[src/sleep_reset_defs.svh]
/*
  Constants of the sleep reset enable bank: register offsets, write masks,
  reset values, bit positions and bus response codes.
  Assumes inclusion by bare name from design files; holds definitions only.
*/
`ifndef SLEEP_RESET_DEFS_SVH
`define SLEEP_RESET_DEFS_SVH

// ----------------------------------------------------------------------------
// Register offsets (byte addresses)
// ----------------------------------------------------------------------------
`define CHIP_ENABLE_OFS 8'h38
`define HOST_ENABLE_OFS 8'h3c
`define CTRL_ENABLE_OFS 8'h40

// ----------------------------------------------------------------------------
// Reset values and masks of the three registers
// ----------------------------------------------------------------------------
`define CHIP_ENABLE_RST 32'h00000000
`define HOST_ENABLE_RST 32'h00000000
`define CTRL_ENABLE_RST 32'h00000000
`define CHIP_ENABLE_WMASK 32'h00000001
`define HOST_ENABLE_WMASK 32'h00040003
`define CTRL_ENABLE_WMASK 32'he0700ff7

// ----------------------------------------------------------------------------
// Host register bit positions
// ----------------------------------------------------------------------------
`define HOST_RTC_BIT 18
`define HOST_UART_BIT 1

// ----------------------------------------------------------------------------
// Controller register bit positions
// ----------------------------------------------------------------------------
`define CTRL_TIMER2_BIT 31
`define CTRL_TIMER1_BIT 30
`define CTRL_BANK_BIT 29
`define CTRL_PULSE4_BIT 22
`define CTRL_PULSE3_BIT 21
`define CTRL_PULSE2_BIT 20
`define CTRL_TACHO2_BIT 11
`define CTRL_SMBUS_BIT 10
`define CTRL_WDOG_BIT 9
`define CTRL_CPU_BIT 8
`define CTRL_TRACE_BIT 7
`define CTRL_DMA_BIT 6
`define CTRL_PM_BIT 5
`define CTRL_PULSE1_BIT 4
`define CTRL_TACHO1_BIT 2
`define CTRL_INTR_BIT 0

// ----------------------------------------------------------------------------
// Bus response codes
// ----------------------------------------------------------------------------
`define RESP_OKAY 2'h0
`define RESP_SLVERR 2'h2

`endif

[src/sleep_reset_pkg.sv]
/*
  Types and shared functions of the sleep reset enable bank.
  Assumes sleep_reset_defs.svh is on the include path.
*/
`include "sleep_reset_defs.svh"

package sleep_reset_pkg;

  // Register selected by a bus address.
  typedef enum logic [1:0] {
    SEL_NONE,
    SEL_CHIP,
    SEL_HOST,
    SEL_CTRL
  } reg_sel_t;

  // Decodes a byte address to a register; the low two bits are ignored.
  function automatic reg_sel_t reg_decode(input logic [7:0] addr);
    logic [7:0] word;
    word = {addr[7:2], 2'h0};
    if (word == `CHIP_ENABLE_OFS) begin
      return SEL_CHIP;
    end else if (word == `HOST_ENABLE_OFS) begin
      return SEL_HOST;
    end else if (word == `CTRL_ENABLE_OFS) begin
      return SEL_CTRL;
    end
    return SEL_NONE;
  endfunction

  // Merges write data into a register under byte strobes and a writable mask.
  function automatic logic [31:0] merge_write(input logic [31:0] old, input logic [31:0] data,
                                              input logic [3:0] strb, input logic [31:0] wmask);
    logic [31:0] bytes;
    logic [31:0] keep;
    bytes = {{8{strb[3]}}, {8{strb[2]}}, {8{strb[1]}}, {8{strb[0]}}};
    keep = bytes & wmask;
    return (old & ~keep) | (data & keep);
  endfunction

endpackage

[src/axil_reg_port.sv]
/*
  AXI4-Lite slave front end: takes write address and data in either order,
  issues a one-cycle write strobe, answers reads from a combinational lookup.
  Assumes the register side answers rd_data and rd_hit in the same cycle.
*/
`timescale 1ns/10ps
`include "sleep_reset_defs.svh"

module axil_reg_port (
  input wire logic aclk,
  input wire logic aresetn,
  input wire logic [7:0] s_awaddr,
  input wire logic s_awvalid,
  output logic s_awready,
  input wire logic [31:0] s_wdata,
  input wire logic [3:0] s_wstrb,
  input wire logic s_wvalid,
  output logic s_wready,
  output logic [1:0] s_bresp,
  output logic s_bvalid,
  input wire logic s_bready,
  input wire logic [7:0] s_araddr,
  input wire logic s_arvalid,
  output logic s_arready,
  output logic [31:0] s_rdata,
  output logic [1:0] s_rresp,
  output logic s_rvalid,
  input wire logic s_rready,
  output logic wr_en,
  output logic [7:0] wr_addr,
  output logic [31:0] wr_data,
  output logic [3:0] wr_strb,
  input wire logic wr_hit,
  output logic [7:0] rd_addr,
  input wire logic [31:0] rd_data,
  input wire logic rd_hit
);

  typedef struct packed {
    logic aw_held;
    logic [7:0] awaddr;
    logic w_held;
    logic [31:0] wdata;
    logic [3:0] wstrb;
    logic awready;
    logic wready;
    logic bvalid;
    logic [1:0] bresp;
    logic arready;
    logic rvalid;
    logic [31:0] rdata;
    logic [1:0] rresp;
  } port_state_t;

  port_state_t q;
  port_state_t d;

  // ---------------------------------------------------------------------------
  // Handshake logic
  // ---------------------------------------------------------------------------
  // Ready flags are recomputed from the next state so they stay registered.
  always_comb begin
    d = q;
    wr_en = 1'b0;
    if (s_awvalid && q.awready) begin
      d.aw_held = 1'b1;
      d.awaddr = s_awaddr;
    end
    if (s_wvalid && q.wready) begin
      d.w_held = 1'b1;
      d.wdata = s_wdata;
      d.wstrb = s_wstrb;
    end
    if (s_bvalid && s_bready) begin
      d.bvalid = 1'b0;
    end
    // Both halves held: perform the write once and answer.
    if (q.aw_held && q.w_held && !q.bvalid) begin
      wr_en = 1'b1;
      d.aw_held = 1'b0;
      d.w_held = 1'b0;
      d.bvalid = 1'b1;
      d.bresp = wr_hit ? `RESP_OKAY : `RESP_SLVERR;
    end
    d.awready = !d.aw_held && !d.bvalid;
    d.wready = !d.w_held && !d.bvalid;
    if (s_rvalid && s_rready) begin
      d.rvalid = 1'b0;
    end
    if (s_arvalid && q.arready) begin
      d.rvalid = 1'b1;
      d.rdata = rd_hit ? rd_data : 32'h00000000;
      d.rresp = rd_hit ? `RESP_OKAY : `RESP_SLVERR;
    end
    d.arready = !d.rvalid;
  end

  // Registers the state; reset leaves both channels idle and ready.
  always_ff @(posedge aclk) begin
    if (!aresetn) begin
      q <= '0;
      q.awready <= 1'b1;
      q.wready <= 1'b1;
      q.arready <= 1'b1;
    end else begin
      q <= d;
    end
  end

  assign wr_addr = q.awaddr;
  assign wr_data = q.wdata;
  assign wr_strb = q.wstrb;
  assign rd_addr = s_araddr;
  assign s_awready = q.awready;
  assign s_wready = q.wready;
  assign s_bvalid = q.bvalid;
  assign s_bresp = q.bresp;
  assign s_arready = q.arready;
  assign s_rvalid = q.rvalid;
  assign s_rdata = q.rdata;
  assign s_rresp = q.rresp;

endmodule // axil_reg_port

[src/sleep_reset_enable_bank.sv]
/*
  Sleep reset enable bank: three software registers (the host and controller ones
  choose, per peripheral, whether entering sleep resets it) and the reset outputs.
  Assumes asleep inputs come from logic on aclk, and aresetn is the main
  domain reset.
  Reserved read/write bits (host bit 0, controller bit 1) are stored and
  read back but drive nothing; chip bit 1 always reads zero.
  A reset output follows asleep and its enable one cycle later.
*/
// Implementation choice: the AXI4-Lite slave port.
`timescale 1ns/10ps
`include "sleep_reset_defs.svh"

module sleep_reset_enable_bank (
  input wire logic aclk,
  input wire logic aresetn,
  input wire logic [7:0] s_awaddr,
  input wire logic s_awvalid,
  output logic s_awready,
  input wire logic [31:0] s_wdata,
  input wire logic [3:0] s_wstrb,
  input wire logic s_wvalid,
  output logic s_wready,
  output logic [1:0] s_bresp,
  output logic s_bvalid,
  input wire logic s_bready,
  input wire logic [7:0] s_araddr,
  input wire logic s_arvalid,
  output logic s_arready,
  output logic [31:0] s_rdata,
  output logic [1:0] s_rresp,
  output logic s_rvalid,
  input wire logic s_rready,
  input wire logic rtc_asleep,
  input wire logic uart_asleep,
  input wire logic second_short_timer_asleep,
  input wire logic first_short_timer_asleep,
  input wire logic misc_register_bank_asleep,
  input wire logic fourth_pulse_output_asleep,
  input wire logic third_pulse_output_asleep,
  input wire logic second_pulse_output_asleep,
  input wire logic first_pulse_output_asleep,
  input wire logic second_tachometer_asleep,
  input wire logic first_tachometer_asleep,
  input wire logic first_smbus_controller_asleep,
  input wire logic watchdog_unit_asleep,
  input wire logic processor_asleep,
  input wire logic trace_fifo_debug_port_asleep,
  input wire logic dma_asleep,
  input wire logic power_management_block_asleep,
  input wire logic interrupt_logic_asleep,
  output logic rtc_sleep_reset,
  output logic uart_sleep_reset,
  output logic second_short_timer_sleep_reset,
  output logic first_short_timer_sleep_reset,
  output logic misc_register_bank_sleep_reset,
  output logic fourth_pulse_output_sleep_reset,
  output logic third_pulse_output_sleep_reset,
  output logic second_pulse_output_sleep_reset,
  output logic first_pulse_output_sleep_reset,
  output logic second_tachometer_sleep_reset,
  output logic first_tachometer_sleep_reset,
  output logic first_smbus_controller_sleep_reset,
  output logic watchdog_unit_sleep_reset,
  output logic processor_sleep_reset,
  output logic trace_fifo_debug_port_sleep_reset,
  output logic dma_sleep_reset,
  output logic power_management_block_sleep_reset,
  output logic interrupt_logic_sleep_reset
);

  // ---------------------------------------------------------------------------
  // State
  // ---------------------------------------------------------------------------
  // One flop per sleep reset output, so outputs come straight from registers.
  typedef struct packed {
    // Software-visible enable registers.
    logic [31:0] chip_en;
    logic [31:0] host_en;
    logic [31:0] ctrl_en;
    // Host-side reset outputs.
    logic rtc_rst;
    logic uart_rst;
    // Controller-side reset outputs.
    logic timer2_rst;
    logic timer1_rst;
    logic bank_rst;
    logic pulse4_rst;
    logic pulse3_rst;
    logic pulse2_rst;
    logic pulse1_rst;
    logic tacho2_rst;
    logic tacho1_rst;
    logic smbus_rst;
    logic wdog_rst;
    logic cpu_rst;
    logic trace_rst;
    logic dma_rst;
    logic pm_rst;
    logic intr_rst;
  } bank_state_t;

  // Main domain reset value: enables clear and every reset output releases.
  localparam bank_state_t RESET_STATE = '{
    chip_en: `CHIP_ENABLE_RST,
    host_en: `HOST_ENABLE_RST,
    ctrl_en: `CTRL_ENABLE_RST,
    default: 1'b0
  };

  // Current and next state of the whole bank.
  bank_state_t q;
  bank_state_t d;

  // Write side of the front end: one-cycle strobe, address and data.
  logic wr_en;
  logic [7:0] wr_addr;
  logic [31:0] wr_data;
  logic [3:0] wr_strb;
  logic wr_hit;

  // Read side: the lookup answers in the cycle the address is offered.
  logic [7:0] rd_addr;
  logic [31:0] rd_data;
  logic rd_hit;

  // ---------------------------------------------------------------------------
  // Bus front end
  // ---------------------------------------------------------------------------
  // Answers a write one cycle after both halves are held.
  axil_reg_port u_port (
    .aclk(aclk),
    .aresetn(aresetn),
    .s_awaddr(s_awaddr),
    .s_awvalid(s_awvalid),
    .s_awready(s_awready),
    .s_wdata(s_wdata),
    .s_wstrb(s_wstrb),
    .s_wvalid(s_wvalid),
    .s_wready(s_wready),
    .s_bresp(s_bresp),
    .s_bvalid(s_bvalid),
    .s_bready(s_bready),
    .s_araddr(s_araddr),
    .s_arvalid(s_arvalid),
    .s_arready(s_arready),
    .s_rdata(s_rdata),
    .s_rresp(s_rresp),
    .s_rvalid(s_rvalid),
    .s_rready(s_rready),
    .wr_en(wr_en),
    .wr_addr(wr_addr),
    .wr_data(wr_data),
    .wr_strb(wr_strb),
    .wr_hit(wr_hit),
    .rd_addr(rd_addr),
    .rd_data(rd_data),
    .rd_hit(rd_hit)
  );

  // ---------------------------------------------------------------------------
  // Register file and reset generation
  // ---------------------------------------------------------------------------
  // Writes land through the writable mask, so read-only bits
  // stay zero; a sleep reset follows the enable seen in the previous cycle.
  // Read data are masked too, so a read-only bit never reads as one.
  always_comb begin
    sleep_reset_pkg::reg_sel_t wsel;
    sleep_reset_pkg::reg_sel_t rsel;
    wsel = sleep_reset_pkg::reg_decode(wr_addr);
    rsel = sleep_reset_pkg::reg_decode(rd_addr);
    d = q;
    // An unmapped write is still answered, with an error code.
    wr_hit = (wsel != sleep_reset_pkg::SEL_NONE);
    if (wr_en) begin
      case (wsel)
        sleep_reset_pkg::SEL_CHIP: begin
          // Only bit 0 is writable; bit 1 reads zero.
          d.chip_en = sleep_reset_pkg::merge_write(q.chip_en, wr_data, wr_strb, `CHIP_ENABLE_WMASK);
        end
        sleep_reset_pkg::SEL_HOST: begin
          // Real time clock, first UART and one reserved bit.
          d.host_en = sleep_reset_pkg::merge_write(q.host_en, wr_data, wr_strb, `HOST_ENABLE_WMASK);
        end
        sleep_reset_pkg::SEL_CTRL: begin
          // Every controller enable plus one reserved bit.
          d.ctrl_en = sleep_reset_pkg::merge_write(q.ctrl_en, wr_data, wr_strb, `CTRL_ENABLE_WMASK);
        end
        default: begin
          // Unmapped: nothing changes.
          d = q;
        end
      endcase
    end
    // Read lookup; unmapped addresses answer with an error and zero data.
    rd_hit = (rsel != sleep_reset_pkg::SEL_NONE);
    case (rsel)
      sleep_reset_pkg::SEL_CHIP: begin
        rd_data = q.chip_en & `CHIP_ENABLE_WMASK;
      end
      sleep_reset_pkg::SEL_HOST: begin
        rd_data = q.host_en & `HOST_ENABLE_WMASK;
      end
      sleep_reset_pkg::SEL_CTRL: begin
        rd_data = q.ctrl_en & `CTRL_ENABLE_WMASK;
      end
      default: begin
        rd_data = 32'h00000000;
      end
    endcase

    // Each reset holds only while its block sleeps with the enable set.
    // Enables are not gated by asleep: software may change them at any time.
    // Host register: real time clock and first UART.
    d.rtc_rst = rtc_asleep && q.host_en[`HOST_RTC_BIT];
    d.uart_rst = uart_asleep && q.host_en[`HOST_UART_BIT];

    // Controller register: short timers and the miscellaneous bank.
    d.timer2_rst = second_short_timer_asleep && q.ctrl_en[`CTRL_TIMER2_BIT];
    d.timer1_rst = first_short_timer_asleep && q.ctrl_en[`CTRL_TIMER1_BIT];
    d.bank_rst = misc_register_bank_asleep && q.ctrl_en[`CTRL_BANK_BIT];

    // Controller register: pulse outputs and tachometer inputs.
    d.pulse4_rst = fourth_pulse_output_asleep && q.ctrl_en[`CTRL_PULSE4_BIT];
    d.pulse3_rst = third_pulse_output_asleep && q.ctrl_en[`CTRL_PULSE3_BIT];
    d.pulse2_rst = second_pulse_output_asleep && q.ctrl_en[`CTRL_PULSE2_BIT];
    d.pulse1_rst = first_pulse_output_asleep && q.ctrl_en[`CTRL_PULSE1_BIT];
    d.tacho2_rst = second_tachometer_asleep && q.ctrl_en[`CTRL_TACHO2_BIT];
    d.tacho1_rst = first_tachometer_asleep && q.ctrl_en[`CTRL_TACHO1_BIT];

    // Controller register: bus, watchdog, core, debug and system blocks.
    d.smbus_rst = first_smbus_controller_asleep && q.ctrl_en[`CTRL_SMBUS_BIT];
    d.wdog_rst = watchdog_unit_asleep && q.ctrl_en[`CTRL_WDOG_BIT];
    d.cpu_rst = processor_asleep && q.ctrl_en[`CTRL_CPU_BIT];
    d.trace_rst = trace_fifo_debug_port_asleep && q.ctrl_en[`CTRL_TRACE_BIT];
    d.dma_rst = dma_asleep && q.ctrl_en[`CTRL_DMA_BIT];
    d.pm_rst = power_management_block_asleep && q.ctrl_en[`CTRL_PM_BIT];
    d.intr_rst = interrupt_logic_asleep && q.ctrl_en[`CTRL_INTR_BIT];
  end

  // ---------------------------------------------------------------------------
  // State register
  // ---------------------------------------------------------------------------
  // Main domain reset returns every enable and output to its default.
  // Reset is synchronous, so it must be held across at least one edge.
  always_ff @(posedge aclk) begin
    if (!aresetn) begin
      q <= RESET_STATE;
    end else begin
      q <= d;
    end
  end

  // ---------------------------------------------------------------------------
  // Output wiring
  // ---------------------------------------------------------------------------
  // All reset outputs are plain copies of their flops, so nothing
  // combinational can glitch a peripheral into reset.

  // Host peripherals.
  assign rtc_sleep_reset = q.rtc_rst;
  assign uart_sleep_reset = q.uart_rst;

  // Short timers and the miscellaneous bank.
  assign second_short_timer_sleep_reset = q.timer2_rst;
  assign first_short_timer_sleep_reset = q.timer1_rst;
  assign misc_register_bank_sleep_reset = q.bank_rst;

  // Pulse outputs.
  assign fourth_pulse_output_sleep_reset = q.pulse4_rst;
  assign third_pulse_output_sleep_reset = q.pulse3_rst;
  assign second_pulse_output_sleep_reset = q.pulse2_rst;
  assign first_pulse_output_sleep_reset = q.pulse1_rst;

  // Tachometers and the bus controller.
  assign second_tachometer_sleep_reset = q.tacho2_rst;
  assign first_tachometer_sleep_reset = q.tacho1_rst;
  assign first_smbus_controller_sleep_reset = q.smbus_rst;

  // Watchdog, core, debug and system blocks.
  assign watchdog_unit_sleep_reset = q.wdog_rst;
  assign processor_sleep_reset = q.cpu_rst;
  assign trace_fifo_debug_port_sleep_reset = q.trace_rst;
  assign dma_sleep_reset = q.dma_rst;
  assign power_management_block_sleep_reset = q.pm_rst;
  assign interrupt_logic_sleep_reset = q.intr_rst;

endmodule // sleep_reset_enable_bank

[config.mk]
export PLATFORM = sky130hd
export DESIGN_NAME = sleep_reset_enable_bank
export DESIGN_NICKNAME = d
export VERILOG_FILES = /design/src/sleep_reset_pkg.sv /design/src/axil_reg_port.sv /design/src/sleep_reset_enable_bank.sv
export VERILOG_INCLUDE_DIRS = /design/src
export SDC_FILE = /design/constraint.sdc
export NUM_CORES = 1
export LEC_CHECK = 0
export ABC_AREA = 1
export BUFFER_PORTS_ARGS = -buffer_cell sky130_fd_sc_hd__buf_4
export CAP_MARGIN = 20
export CORE_MARGIN = 8
export CORE_UTILIZATION = 30
export CTS_CLUSTER_DIAMETER = 60
export DETAILED_ROUTE_END_ITERATION = 8
export MAX_ROUTING_LAYER = met4
export SLEW_MARGIN = 20
export SYNTH_ARGS = -nofsm -noshare
export SYNTH_HDL_FRONTEND = slang
export SYNTH_SLANG_ARGS = --single-unit
[constraint.sdc]
create_clock -name aclk -period 1.2 [get_ports aclk]
set_clock_uncertainty 0.05 [all_clocks]
set_input_delay 0.12 -clock aclk [delete_from_list [all_inputs] [get_ports aclk]]
set_output_delay 0.12 -clock aclk [all_outputs]
set_load 0.01 [all_outputs]
==> reports/metrics.json, run 1 <==
{
  "run_status": {"value": "complete, but fails checks"},
  "violations_in_the_final_reports": {"value": "setup timing"},
  "htree_num_levels": {"value": 3},
  "crit_arrival": {"value": 1.54, "unit": "ns"},
  "end_point_of_the_worst_hold_path": {"value": "u_port.wr_data[1]$_SDFFE_PN0P_"},
  "cts_tree": {"value": "built"},
  "timing_hold_violations_final": {"value": 0},
  "final_layout_size_suffix_gt1_frac": {"value": 0.2980},
  "design.portCount": {"value": 136},
  "cts.path.max_buffers": {"value": 2},
  "chipHeight": {"value": 127.5, "unit": "µm"},
  "wl_per_cell": {"value": 12.52, "unit": "µm"},
  "placedInstanceArea": {"value": 4548, "unit": "µm²"},
  "timing.final.crit_period": {"value": 1.325, "unit": "ns"},
  "timing_max_transition_violations_final": {"value": 0},
  "fp.dieW": {"value": 127.5, "unit": "µm"},
  "netlist_area": {"value": 3731, "unit": "µm²"},
  "share_of_synthesized_area_occupied_by_flip_flops_and_latches": {"value": 0.5044},
  "globalplace.congestion": {"value": 0.7819},
  "rsz_0062_raised_after_global_routing": {"value": "yes"},
  "n_fill_cell": {"value": 1189},
  "routed_via_density": {"value": 4.218},
  "via_total_after_detailed_routing": {"value": 3214},
  "synthesis_warning_total": {"value": 0},
  "synth-async-reset-ratio": {"value": 0},
  "critical_path_class": {"value": "reg2reg"},
  "row_count": {"value": 40},
  "finalInstanceArea": {"value": 5391, "unit": "µm²"},
  "final_critical_path_setup_slack": {"value": -0.1248, "unit": "ns"},
  "grt_start_max_net_pins": {"value": 38},
  "synthesis.instances": {"value": 459},
  "worst_path_max_stage_delay": {"value": 0.33, "unit": "ns"},
  "final_report_setup_violation_count": {"value": 17},
  "cells_taking_the_most_area_after_synthesis": {"value": "sky130_fd_sc_hd__dfxtp_1 (50%), sky130_fd_sc_hd__nor2_1 (8.8%), sky130_fd_sc_hd__buf_4 (7.6%)"},
  "cts_root_buffer": {"value": "sky130_fd_sc_hd__clkbuf_16"},
  "ys_types": {"value": 27},
  "die_area": {"value": 16260, "unit": "µm²"},
  "leakage": {"value": 0.002304, "unit": "µW"},
  "placement.io_buffers": {"value": 101},
  "postSynthAreaPerCell": {"value": 8.129, "unit": "µm²"},
  "grt_pass1_vias": {"value": 3193},
  "worst_skew_pair.late_latency": {"value": 0.34, "unit": "ns"},
  "ff2ff_setup_slack": {"value": -0.12, "unit": "ns"},
  "cts.clk_slew.worst_paths": {"value": 0.06, "unit": "ns"},
  "cts_buffers": {"value": 9},
  "worst_hold_path.num_cells": {"value": 3},
  "worstPathRequired": {"value": 1.41, "unit": "ns"},
  "synth.ff_latch_count": {"value": 94},
  "yosys_most_used_dff": {"value": "sky130_fd_sc_hd__dfxtp_1"},
  "min_path_type": {"value": "in2reg"},
  "worstRegToRegCells": {"value": 7},
  "post-synth-top-area-fraction": {"value": 0.5044},
  "critical_path_fanouts_max": {"value": 5},
  "detailedPlacementHpwl": {"value": 6954, "unit": "µm"},
  "initial_utilization": {"value": 0.3093},
  "dr.first_iter.drc_count": {"value": 136},
  "number_of_nets_with_antenna_violations_after_detailed_routing": {"value": 0},
  "first_pass_grt_wire_length": {"value": 15200, "unit": "µm"},
  "endpoint_kind": {"value": "flip-flop"},
  "clock_sink_count": {"value": 94},
  "drv_cap": {"value": 0},
  "grt_residual_overflow": {"value": 0},
  "number_of_antenna_violations_at_the_first_check_in_global_routing": {"value": 0},
  "irDropWorstVdd": {"value": 0.0005889, "unit": "V"},
  "n_antenna_cell": {"value": 0},
  "placeableCoreArea": {"value": 12060, "unit": "µm²"},
  "finalNetCount": {"value": 666},
  "whs": {"value": 0.009275, "unit": "ns"},
  "r2r_start": {"value": "u_port.wr_addr[4]$_SDFFE_PN0P_"},
  "dr.pass1.iters": {"value": 4},
  "crit_chain": {"value": "nor2_1, nand2_1, nor2_4, buf_12, clkbuf_16, nand4_1, a21oi_1"},
  "fmax": {"value": 0.7548, "unit": "GHz"},
  "grtUsageTotal": {"value": 0.1181},
  "synth-edff-count": {"value": 0},
  "yosys.area.top_type": {"value": "sky130_fd_sc_hd__dfxtp_1"},
  "power.density": {"value": 1335, "unit": "nW/µm²"},
  "layout_worst_path_cycle_share": {"value": 1.104},
  "holdCritStartpoint": {"value": "s_wdata[1]"},
  "area_delta_synth_final": {"value": 44.50, "unit": "%"},
  "worst_path_max_delay_cell": {"value": "sky130_fd_sc_hd__dfxtp_2"},
  "worst_setup_path_start_kind": {"value": "flip-flop"},
  "drt-total-wl": {"value": 9541, "unit": "µm"},
  "post-route-drc-count": {"value": 0}
}
synthesized netlist by cell type, types with 3 or more instances:
master / n
sky130_fd_sc_hd__dfxtp_1: 94
sky130_fd_sc_hd__nor2_1: 87
sky130_fd_sc_hd__nand2_1: 54
sky130_fd_sc_hd__buf_4: 38
sky130_fd_sc_hd__o21ai_0: 36
sky130_fd_sc_hd__inv_1: 30
sky130_fd_sc_hd__a21oi_1: 27
sky130_fd_sc_hd__nand3_1: 26
sky130_fd_sc_hd__nand4_1: 21
sky130_fd_sc_hd__o21ai_2: 10
sky130_fd_sc_hd__clkbuf_1: 7
sky130_fd_sc_hd__buf_2: 5
sky130_fd_sc_hd__buf_6: 5
sky130_fd_sc_hd__nand3_2: 3
cell usage in the layout (no fill, tap or decap), types with 10 or more instances in the layout:
master	instances
sky130_fd_sc_hd__a21oi_1	26
sky130_fd_sc_hd__buf_4	115
sky130_fd_sc_hd__clkbuf_16	11
sky130_fd_sc_hd__conb_1	16
sky130_fd_sc_hd__dfxtp_1	91
sky130_fd_sc_hd__dlygate4sd3_1	36
sky130_fd_sc_hd__inv_1	29
sky130_fd_sc_hd__nand2_1	48
sky130_fd_sc_hd__nand3_1	24
sky130_fd_sc_hd__nand4_1	21
sky130_fd_sc_hd__nor2_1	85
sky130_fd_sc_hd__o21ai_0	36
sky130_fd_sc_hd__o21ai_2	10
report_power, final:
part	internal, µW	switching (µW)
Combinational	426	411
Sequential	3250	93.0
Clock	1880	1140
cells by family (layout without fill, tap and decap cells):
logic type             after synthesis  in the layout  share of synthesized area
and+or+nand+nor                    199            199                     0.2381
buffers and inverters               88            208                     0.1392
DFF                                 94             94                     0.5044
other                                1             16                   0.001005
AOI/OAI and AO/OA                   77             77                     0.1174
area by class of cell:
cell class | instances | area [µm²] | share of cell area
timing repair buffer | 159 | 1385 | 0.2569
sequential | 94 | 1886 | 0.3497
multi-input combinational | 292 | 1465 | 0.2718
tap | 168 | 210.2 | 0.03899
clock inverter | 4 | 70.07 | 0.01300
inverter | 33 | 128.9 | 0.02390
clock buffer | 12 | 246.5 | 0.04572
critical path, delay by kind of cell, from the launching register on:
family	cells	cell delay, ns
AND/OR/NAND/NOR	4	0.40
flip-flops	1	0.33
buffers and inverters	2	0.28
AO/OA/AOI/OAI	1	0.19
metal layers:
| metal | share of wire | up-vias | GRT usage | routed length, µm |
|---|---|---|---|---|
| li1 | - | 1707 | - | - |
| met1 | 0.48 | 1404 | 0.1493 | 4598 |
| met2 | 0.45 | 91 | 0.1723 | 4295 |
| met3 | 0.048 | 12 | 0.02787 | 462 |
| met4 | 0.019 | 0 | 0.06088 | 184 |
| met5 | 0 | - | - | 0 |
how the worst max path moves through the flow:
stage,start,end
6_report,u_port.wr_addr[4]$_SDFFE_PN0P_,flip-flop
5_1_grt,u_port.wr_addr[4]$_SDFFE_PN0P_,flip-flop
4_1_cts,u_port.wr_addr[4]$_SDFFE_PN0P_,flip-flop
3_5_place_dp,u_port.wr_addr[6]$_SDFFE_PN0P_,flip-flop
3_3_place_gp,u_port.wr_addr[6]$_SDFFE_PN0P_,flip-flop
2_1_floorplan,u_port.s_bvalid$_SDFF_PN0_,flip-flop
what timing repair did:
action,CTS,global route
buffers inserted,0,2
gates cloned,0,2
gates resized for setup,6,18
pin swaps,0,11
hold endpoints to repair,36,0
hold buffers,36,0
endpoints found under the setup margin,12,28
per-stage QoR:
| step | util | worst slack, ns | total power (µW) | cells | TNS (ns) |
|---|---|---|---|---|---|
| after CTS | 0.4356 | -0.009636 | 7205 | 758 | -0.01375 |
| after global placement | 0.3771 | -0.02908 | 4060 | 706 | -0.05778 |
| final | 0.4470 | -0.1248 | 7198 | 762 | -1.128 |
| after detailed placement | 0.3771 | -0.03801 | 4077 | 706 | -0.2649 |
| after global routing | 0.4470 | -0.1888 | 7518 | 762 | -2.303 |
| after floorplan | - | 0.03953 | 3803 | 474 | 0 |
Note: power is estimated with default switching activity, not from simulation.
==> run 2, diff against run 1 <==
- CAP_MARGIN: 20 -> 10
- HOLD_SLACK_MARGIN: unset -> 0.05
- clock period: 1.2 -> 1.1 ns (I/O delays scaled with it)
==> run 2 against run 1 <==
The flow still finishes with violations (setup timing). Final area is 2.9% higher. Register-to-register slack better by 0.04 ns. Sequential power grew 9.3%. Die area stayed put. Flip-flop and latch count unchanged. Maximum frequency is 12% higher. Clock power is 2% higher. Combinational power up 19%. Critical path depth is 1 higher. Sequential share of layout area down 0.87 points.
==> reports/metrics.json, run 2 (synthesis results as in run 1) <==
{
  "run_status": {"value": "complete, but fails checks"},
  "violations_in_the_final_reports": {"value": "setup timing"},
  "launch_point_of_the_worst_path": {"value": "u_port.wr_addr[4]$_SDFFE_PN0P_"},
  "fp.dieW": {"value": 127.5, "unit": "µm", "change": "unchanged"},
  "final_cell_mix": {"value": "sky130_fd_sc_hd__buf_4 (119), sky130_fd_sc_hd__dfxtp_1 (87), sky130_fd_sc_hd__nor2_1 (83)"},
  "globalplace.congestion": {"value": 0.8088, "change": "+3.4%"},
  "grt_pass1_vias": {"value": 3290, "change": "+3.0%"},
  "crit_arrival": {"value": 1.40, "unit": "ns", "change": "-0.14 ns"},
  "n_antenna_cell": {"value": 0, "change": "unchanged"},
  "wl_per_cell": {"value": 12.10, "unit": "µm", "change": "-3.4%"},
  "htree_num_levels": {"value": 3, "change": "unchanged"},
  "timing_hold_violations_final": {"value": 0, "change": "unchanged"},
  "layout_worst_path_cycle_share": {"value": 1.074, "change": "-0.03024"},
  "layout.core_utilization": {"value": 0.4602, "change": "+0.01317"},
  "clock_sink_count": {"value": 94, "change": "unchanged"},
  "timing_max_transition_violations_final": {"value": 0, "change": "unchanged"},
  "drt-total-wl": {"value": 9410, "unit": "µm", "change": "-1.4%"},
  "finalNetCount": {"value": 682, "change": "+2.4%"},
  "first_pass_grt_wire_length": {"value": 15190, "unit": "µm", "change": "about the same"},
  "drv_cap": {"value": 0, "change": "unchanged"},
  "area_delta_synth_final": {"value": 48.76, "unit": "%"},
  "critical_path_fanouts_max": {"value": 8, "change": "+3"},
  "cts.path.max_buffers": {"value": 2, "change": "unchanged"},
  "ff2ff_setup_slack": {"value": -0.08, "unit": "ns", "change": "+0.04 ns"},
  "final_report_setup_violation_count": {"value": 20, "change": "+3"},
  "grt_start_max_net_pins": {"value": 42, "change": "+11%"},
  "critical_path_class": {"value": "reg2reg"},
  "cts.clk_slew.worst_paths": {"value": 0.06, "unit": "ns", "change": "about the same"},
  "detailedPlacementHpwl": {"value": 7044, "unit": "µm", "change": "+1.3%"},
  "dr.pass1.iters": {"value": 4, "change": "unchanged"},
  "mostFrequentLayoutCell": {"value": "sky130_fd_sc_hd__buf_4"},
  "worst_setup_path_start_kind": {"value": "flip-flop"},
  "pre_cts_ws": {"value": -0.1365, "unit": "ns", "change": "-0.09852 ns"},
  "r2r_start": {"value": "u_port.wr_addr[4]$_SDFFE_PN0P_"},
  "worstPathRequired": {"value": 1.32, "unit": "ns", "change": "-0.09 ns"},
  "design.portCount": {"value": 136, "change": "unchanged"},
  "tns": {"value": -1.124, "unit": "ns", "change": "+0.003970 ns"},
  "timing.final.crit_period": {"value": 1.181, "unit": "ns", "change": "-0.1437 ns"},
  "via_total_after_detailed_routing": {"value": 3322, "change": "+3.4%"},
  "number_of_nets_with_antenna_violations_after_detailed_routing": {"value": 0, "change": "unchanged"},
  "chipHeight": {"value": 127.5, "unit": "µm", "change": "unchanged"},
  "dr.first_iter.drc_count": {"value": 85, "change": "-38%"},
  "fmax": {"value": 0.8466, "unit": "GHz", "change": "+12%"},
  "min_path_type": {"value": "in2reg"},
  "rsz_0062_raised_after_global_routing": {"value": "yes"},
  "cts_tree": {"value": "built"},
  "placeableCoreArea": {"value": 12060, "unit": "µm²", "change": "unchanged"},
  "initial_utilization": {"value": 0.3093, "change": "unchanged"},
  "worstRegToRegCells": {"value": 8, "change": "+1"},
  "grtUsageTotal": {"value": 0.1166, "change": "-0.001480"},
  "placement.io_buffers": {"value": 101, "change": "unchanged"},
  "grt_residual_overflow": {"value": 0, "change": "unchanged"},
  "leakage": {"value": 0.002382, "unit": "µW", "change": "+3.3%"},
  "power.density": {"value": 1395, "unit": "nW/µm²", "change": "+4.5%"},
  "worst_skew_pair.late_latency": {"value": 0.33, "unit": "ns", "change": "about the same"},
  "irDropWorstVdd": {"value": 0.0006586, "unit": "V", "change": "+12%"},
  "routed_via_density": {"value": 4.270, "change": "+1.2%"},
  "cts_root_buffer": {"value": "sky130_fd_sc_hd__clkbuf_16"},
  "cts_hold_buf": {"value": 46, "change": "+28%"},
  "endpoint_kind": {"value": "flip-flop"},
  "cts_buffers": {"value": 9, "change": "unchanged"},
  "final_layout_size_suffix_gt1_frac": {"value": 0.3148, "change": "+0.01677"},
  "post-route-drc-count": {"value": 0, "change": "unchanged"},
  "number_of_antenna_violations_at_the_first_check_in_global_routing": {"value": 0, "change": "unchanged"},
  "row_count": {"value": 40, "change": "unchanged"},
  "final_critical_path_setup_slack": {"value": -0.08113, "unit": "ns", "change": "+0.04366 ns"},
  "die_area": {"value": 16260, "unit": "µm²", "change": "unchanged"}
}
[run 2: how the worst min path moves through the flow]
stage	cells after the start	to	slack (ns)	start
final	3	u_port.s_bvalid$_SDFF_PN0_	0.003	s_bready
after global routing	3	u_port.s_bvalid$_SDFF_PN0_	0.006	s_bready
after CTS	3	u_port.s_bvalid$_SDFF_PN0_	-0.008	s_bready
after detailed placement	3	third_pulse_output_sleep_reset$_SDFF_PN0_	0.28	third_pulse_output_asleep
after global placement	3	second_tachometer_sleep_reset$_SDFF_PN0_	0.28	second_tachometer_asleep
after floorplan	2	dma_sleep_reset$_SDFF_PN0_	0.17	dma_asleep
[run 2: worst max-delay path: stages (launching register included)]
cell and delay [ns]:
sky130_fd_sc_hd__dfxtp_2 0.33, sky130_fd_sc_hd__nor2_4 0.10, sky130_fd_sc_hd__nand2_2 0.07, sky130_fd_sc_hd__nor2_4 0.12, sky130_fd_sc_hd__buf_6 0.12, sky130_fd_sc_hd__nand3_4 0.10, sky130_fd_sc_hd__nand2_1 0.09, sky130_fd_sc_hd__nand2_1 0.04
sky130_fd_sc_hd__nor2_1 0.09
[run 2: repair_timing]
action,4_1_cts,5_1_grt
endpoints found under the hold margin,47,2
resized for setup,22,23
pin swaps,9,7
gates cloned,0,1
buffers inserted,3,1
endpoints found under the setup margin,25,42
[run 2: report_power, final]
group	internal [µW]	switching, µW
combinational	526	471
clock	1870	1220
sequential	3550	107
[run 2: final cells by class]
type                    count  area [µm²]
clock buffers              12       256.5
clock inverters             4       45.04
fillers                  1138        6511
inverters                  33       131.4
multi-input cells         292        1490
flip-flops and latches     94        1893
well taps                 168       210.2
repair buffers            175        1524
[run 2: metal layers]
layer  vias up  share of wire  global-route usage
li1       1744              -                   -
met1      1488           0.47              0.1380
met2        85           0.46              0.1842
met3         5          0.063             0.03785
met4         0         0.0091             0.03779
met5         -              0                   -
[run 2: stage by stage]
step / instance area [µm²] / hold slack [ns] / power (µW) / instances
detailed placement: 4613 / 0.2789 / 4497 / 711
global route: 5550 / 0.005930 / 8100 / 778
global placement: 4613 / 0.2779 / 4481 / 711
floorplan: 3802 / 0.1722 / 4157 / 474
finish: 5550 / 0.002921 / 7741 / 778
CTS: 5477 / -0.008444 / 7783 / 776
==> run 3, diff against run 2 <==
- CTS_BUF_LIST: unset -> sky130_fd_sc_hd__clkbuf_4 sky130_fd_sc_hd__clkbuf_8
==> run 3 against run 2 <==
The run still ends with setup timing left. Register-to-register slack about the same. Final area shrank 0.63%. Die area stayed put. Routed wire length is 0.43% higher. Sequential share of layout area is 0.19 points higher. Flip-flop and latch count unchanged. Global-route usage about the same. Worst setup slack got worse by 0.0047 ns. Via count shrank 0.27%. Cell count is 0.39% higher. Utilization down 0.29 points. Critical path type unchanged. Largest cell class unchanged.
==> reports/metrics.json, run 3 (synthesis results as in run 1) <==
{
  "worstPathRequired": {"value": 1.33, "unit": "ns", "change": "about the same"},
  "cts.clk_slew.worst_paths": {"value": 0.09, "unit": "ns", "change": "+0.03 ns"},
  "crit_family": {"value": "simple AND/OR/NAND/NOR gates"},
  "rsz_0062_raised_after_global_routing": {"value": "yes"},
  "crit_arrival": {"value": 1.42, "unit": "ns", "change": "+0.02 ns"},
  "cell_internal_pwr": {"value": 5255, "unit": "µW", "change": "-12%"},
  "endpoint_kind": {"value": "flip-flop"},
  "globalplace.congestion": {"value": 0.8088, "change": "unchanged"},
  "design.portCount": {"value": 136, "change": "unchanged"},
  "cts.path.max_buffers": {"value": 2, "change": "unchanged"},
  "worst_skew_pair.late_latency": {"value": 0.35, "unit": "ns", "change": "+0.02 ns"},
  "grt_start_max_net_pins": {"value": 42, "change": "unchanged"},
  "initial_utilization": {"value": 0.3093, "change": "unchanged"},
  "min_path_type": {"value": "in2reg"},
  "timing_hold_violations_final": {"value": 0, "change": "unchanged"},
  "row_count": {"value": 40, "change": "unchanged"},
  "fmax": {"value": 0.8433, "unit": "GHz", "change": "-0.40%"},
  "grt_residual_overflow": {"value": 0, "change": "unchanged"},
  "layout.core_utilization": {"value": 0.4573, "change": "-0.002905"},
  "power.density": {"value": 1263, "unit": "nW/µm²", "change": "-9.4%"},
  "dr.first_iter.drc_count": {"value": 128, "change": "+51%"},
  "number_of_antenna_violations_at_the_first_check_in_global_routing": {"value": 0, "change": "unchanged"},
  "drt-total-wl": {"value": 9450, "unit": "µm", "change": "+0.43%"},
  "die_area": {"value": 16260, "unit": "µm²", "change": "unchanged"},
  "via_total_after_detailed_routing": {"value": 3313, "change": "-0.27%"},
  "wl_per_cell": {"value": 12.10, "unit": "µm", "change": "about the same"},
  "post-route-drc-count": {"value": 0, "change": "unchanged"},
  "cts_root_buffer": {"value": "sky130_fd_sc_hd__clkbuf_8"},
  "p_total": {"value": 6969, "unit": "µW", "change": "-10%"},
  "chipHeight": {"value": 127.5, "unit": "µm", "change": "unchanged"},
  "run_status": {"value": "complete, but fails checks"},
  "grt_pass1_vias": {"value": 3310, "change": "+0.61%"},
  "power_frac_seq": {"value": 0.523, "change": "+0.051"},
  "cts_tree": {"value": "built"},
  "clock_power_share": {"value": 0.335, "change": "-0.064"},
  "p_switching": {"value": 1714, "unit": "µW", "change": "-4.6%"},
  "placeableCoreArea": {"value": 12060, "unit": "µm²", "change": "unchanged"},
  "final_report_setup_violation_count": {"value": 22, "change": "+10%"},
  "first_pass_grt_wire_length": {"value": 15140, "unit": "µm", "change": "-0.36%"},
  "wl_met3": {"value": 567, "unit": "µm", "change": "-4.9%"},
  "fp.dieW": {"value": 127.5, "unit": "µm", "change": "unchanged"},
  "irDropWorstVdd": {"value": 0.0004605, "unit": "V", "change": "-30%"},
  "crit_chain": {"value": "nor2_2, nand2_2, nor2_4, buf_12, nand4_1, a21oi_1"},
  "n_antenna_cell": {"value": 0, "change": "unchanged"},
  "timing_max_transition_violations_final": {"value": 0, "change": "unchanged"},
  "critical_path_fanouts_max": {"value": 20, "change": "+12"},
  "placement.io_buffers": {"value": 101, "change": "unchanged"},
  "layout_worst_path_cycle_share": {"value": 1.078, "change": "+0.004267"},
  "detailedPlacementHpwl": {"value": 7044, "unit": "µm", "change": "unchanged"},
  "worst_setup_path_start_kind": {"value": "flip-flop"},
  "top_signal_layer_used": {"value": "met4"},
  "timing.final.crit_period": {"value": 1.186, "unit": "ns", "change": "+0.004694 ns"},
  "detail_route.wirelength.met1": {"value": 4496, "unit": "µm", "change": "+1.8%"},
  "violations_in_the_final_reports": {"value": "setup timing"},
  "clock_sink_count": {"value": 94, "change": "unchanged"},
  "final_cell_mix": {"value": "sky130_fd_sc_hd__buf_4 (117), sky130_fd_sc_hd__dfxtp_1 (86), sky130_fd_sc_hd__nor2_1 (83)"},
  "number_of_nets_with_antenna_violations_after_detailed_routing": {"value": 0, "change": "unchanged"},
  "power.share.combinational": {"value": 0.142, "change": "+0.013"},
  "final_layout_size_suffix_gt1_frac": {"value": 0.3214, "change": "+0.006616"},
  "final_critical_path_setup_slack": {"value": -0.08582, "unit": "ns", "change": "-0.004694 ns"},
  "dr.pass1.iters": {"value": 4, "change": "unchanged"},
  "mostFrequentLayoutCell": {"value": "sky130_fd_sc_hd__buf_4"},
  "area_delta_synth_final": {"value": 47.82, "unit": "%"},
  "cts_buffers": {"value": 9, "change": "unchanged"},
  "htree_num_levels": {"value": 3, "change": "unchanged"},
  "crit_cells": {"value": 6, "change": "-2"},
  "met2_length": {"value": 4243, "unit": "µm", "change": "-1.5%"},
  "netSwitchingFraction": {"value": 0.2459, "change": "+0.01386"},
  "pre_cts_ws": {"value": -0.1365, "unit": "ns", "change": "unchanged"},
  "worst_path_max_delay_cell": {"value": "sky130_fd_sc_hd__dfxtp_2"},
  "worst_path_max_stage_delay": {"value": 0.34, "unit": "ns", "change": "about the same"},
  "routed_via_density": {"value": 4.242, "change": "-0.65%"},
  "worst_hold_path.num_cells": {"value": 4, "change": "+1"},
  "finalNetCount": {"value": 685, "change": "+0.44%"},
  "grtUsageTotal": {"value": 0.1163, "change": "-0.0002820"},
  "worstRegToRegCells": {"value": 6, "change": "-2"},
  "leakage": {"value": 0.002366, "unit": "µW", "change": "-0.67%"},
  "critical_path_buf_inv_count": {"value": 1, "change": "unchanged"},
  "drv_cap": {"value": 0, "change": "unchanged"},
  "critical_path_class": {"value": "reg2reg"}
}
## run 3: repair_timing
item                                    4_1_cts  5_1_grt
endpoints found under the setup margin       27       45
endpoints found under the hold margin        51        0
setup buffers                                 2        1
pin swaps                                     7        2
gates cloned                                  0        2
hold buffers                                 49        0
resized for setup                            20       29
## run 3: area by class of cell
cell class / instances / area [µm²]
clock inverters: 4 / 45.04
well taps: 168 / 210.2
flip-flops and latches: 94 / 1892
fillers: 1138 / 6546
clock buffers: 12 / 158.9
multi-input cells: 292 / 1500
repair buffers: 178 / 1575
inverters: 33 / 133.9
## run 3: through the flow
step | TNS, ns | cells | area, µm² | hold slack, ns
after global placement | -1.211 | 711 | 4613 | 0.2779
after global routing | -3.182 | 781 | 5515 | 0.1055
after floorplan | -0.1261 | 474 | 3802 | 0.1722
after detailed placement | -1.990 | 711 | 4613 | 0.2789
after CTS | -1.555 | 778 | 5393 | 0.03664
final | -1.294 | 781 | 5515 | 0.07011
## run 3: layer usage
layer,track usage,up-vias
li1,-,1749
met1,0.1394,1460
met2,0.1805,91
met3,0.03286,13
met4,0.04829,0
met5,-,-
## run 3: power groups by stage
stage	sequential (µW)	clock [µW]	combinational [µW]
after floorplan	3690	0	464
after detailed placement	3710	0	790
after global routing	3660	2530	1100
after global placement	3710	0	775
after CTS	3640	2390	956
final	3640	2330	990
## run 3: path summary, 6_finish.rpt
path	start	endpoint	slack (ns)
max	u_port.wr_addr[4]$_SDFFE_PN0P_	flip-flop	-0.09
min	s_araddr[6]	u_port.s_rdata[18]$_SDFFE_PN0P_	0.07
max reg2reg	u_port.wr_addr[4]$_SDFFE_PN0P_	flip-flop	-0.09
min reg2reg	flip-flop	flip-flop	0.41
## run 3: worst register-to-register path, delay by kind of cell (launching register included)
kind	cells	cell delay, ns
AO/OA/AOI/OAI	1	0.16
AND/OR/NAND/NOR	4	0.40
buffers and inverters	1	0.16
flip-flops	1	0.34
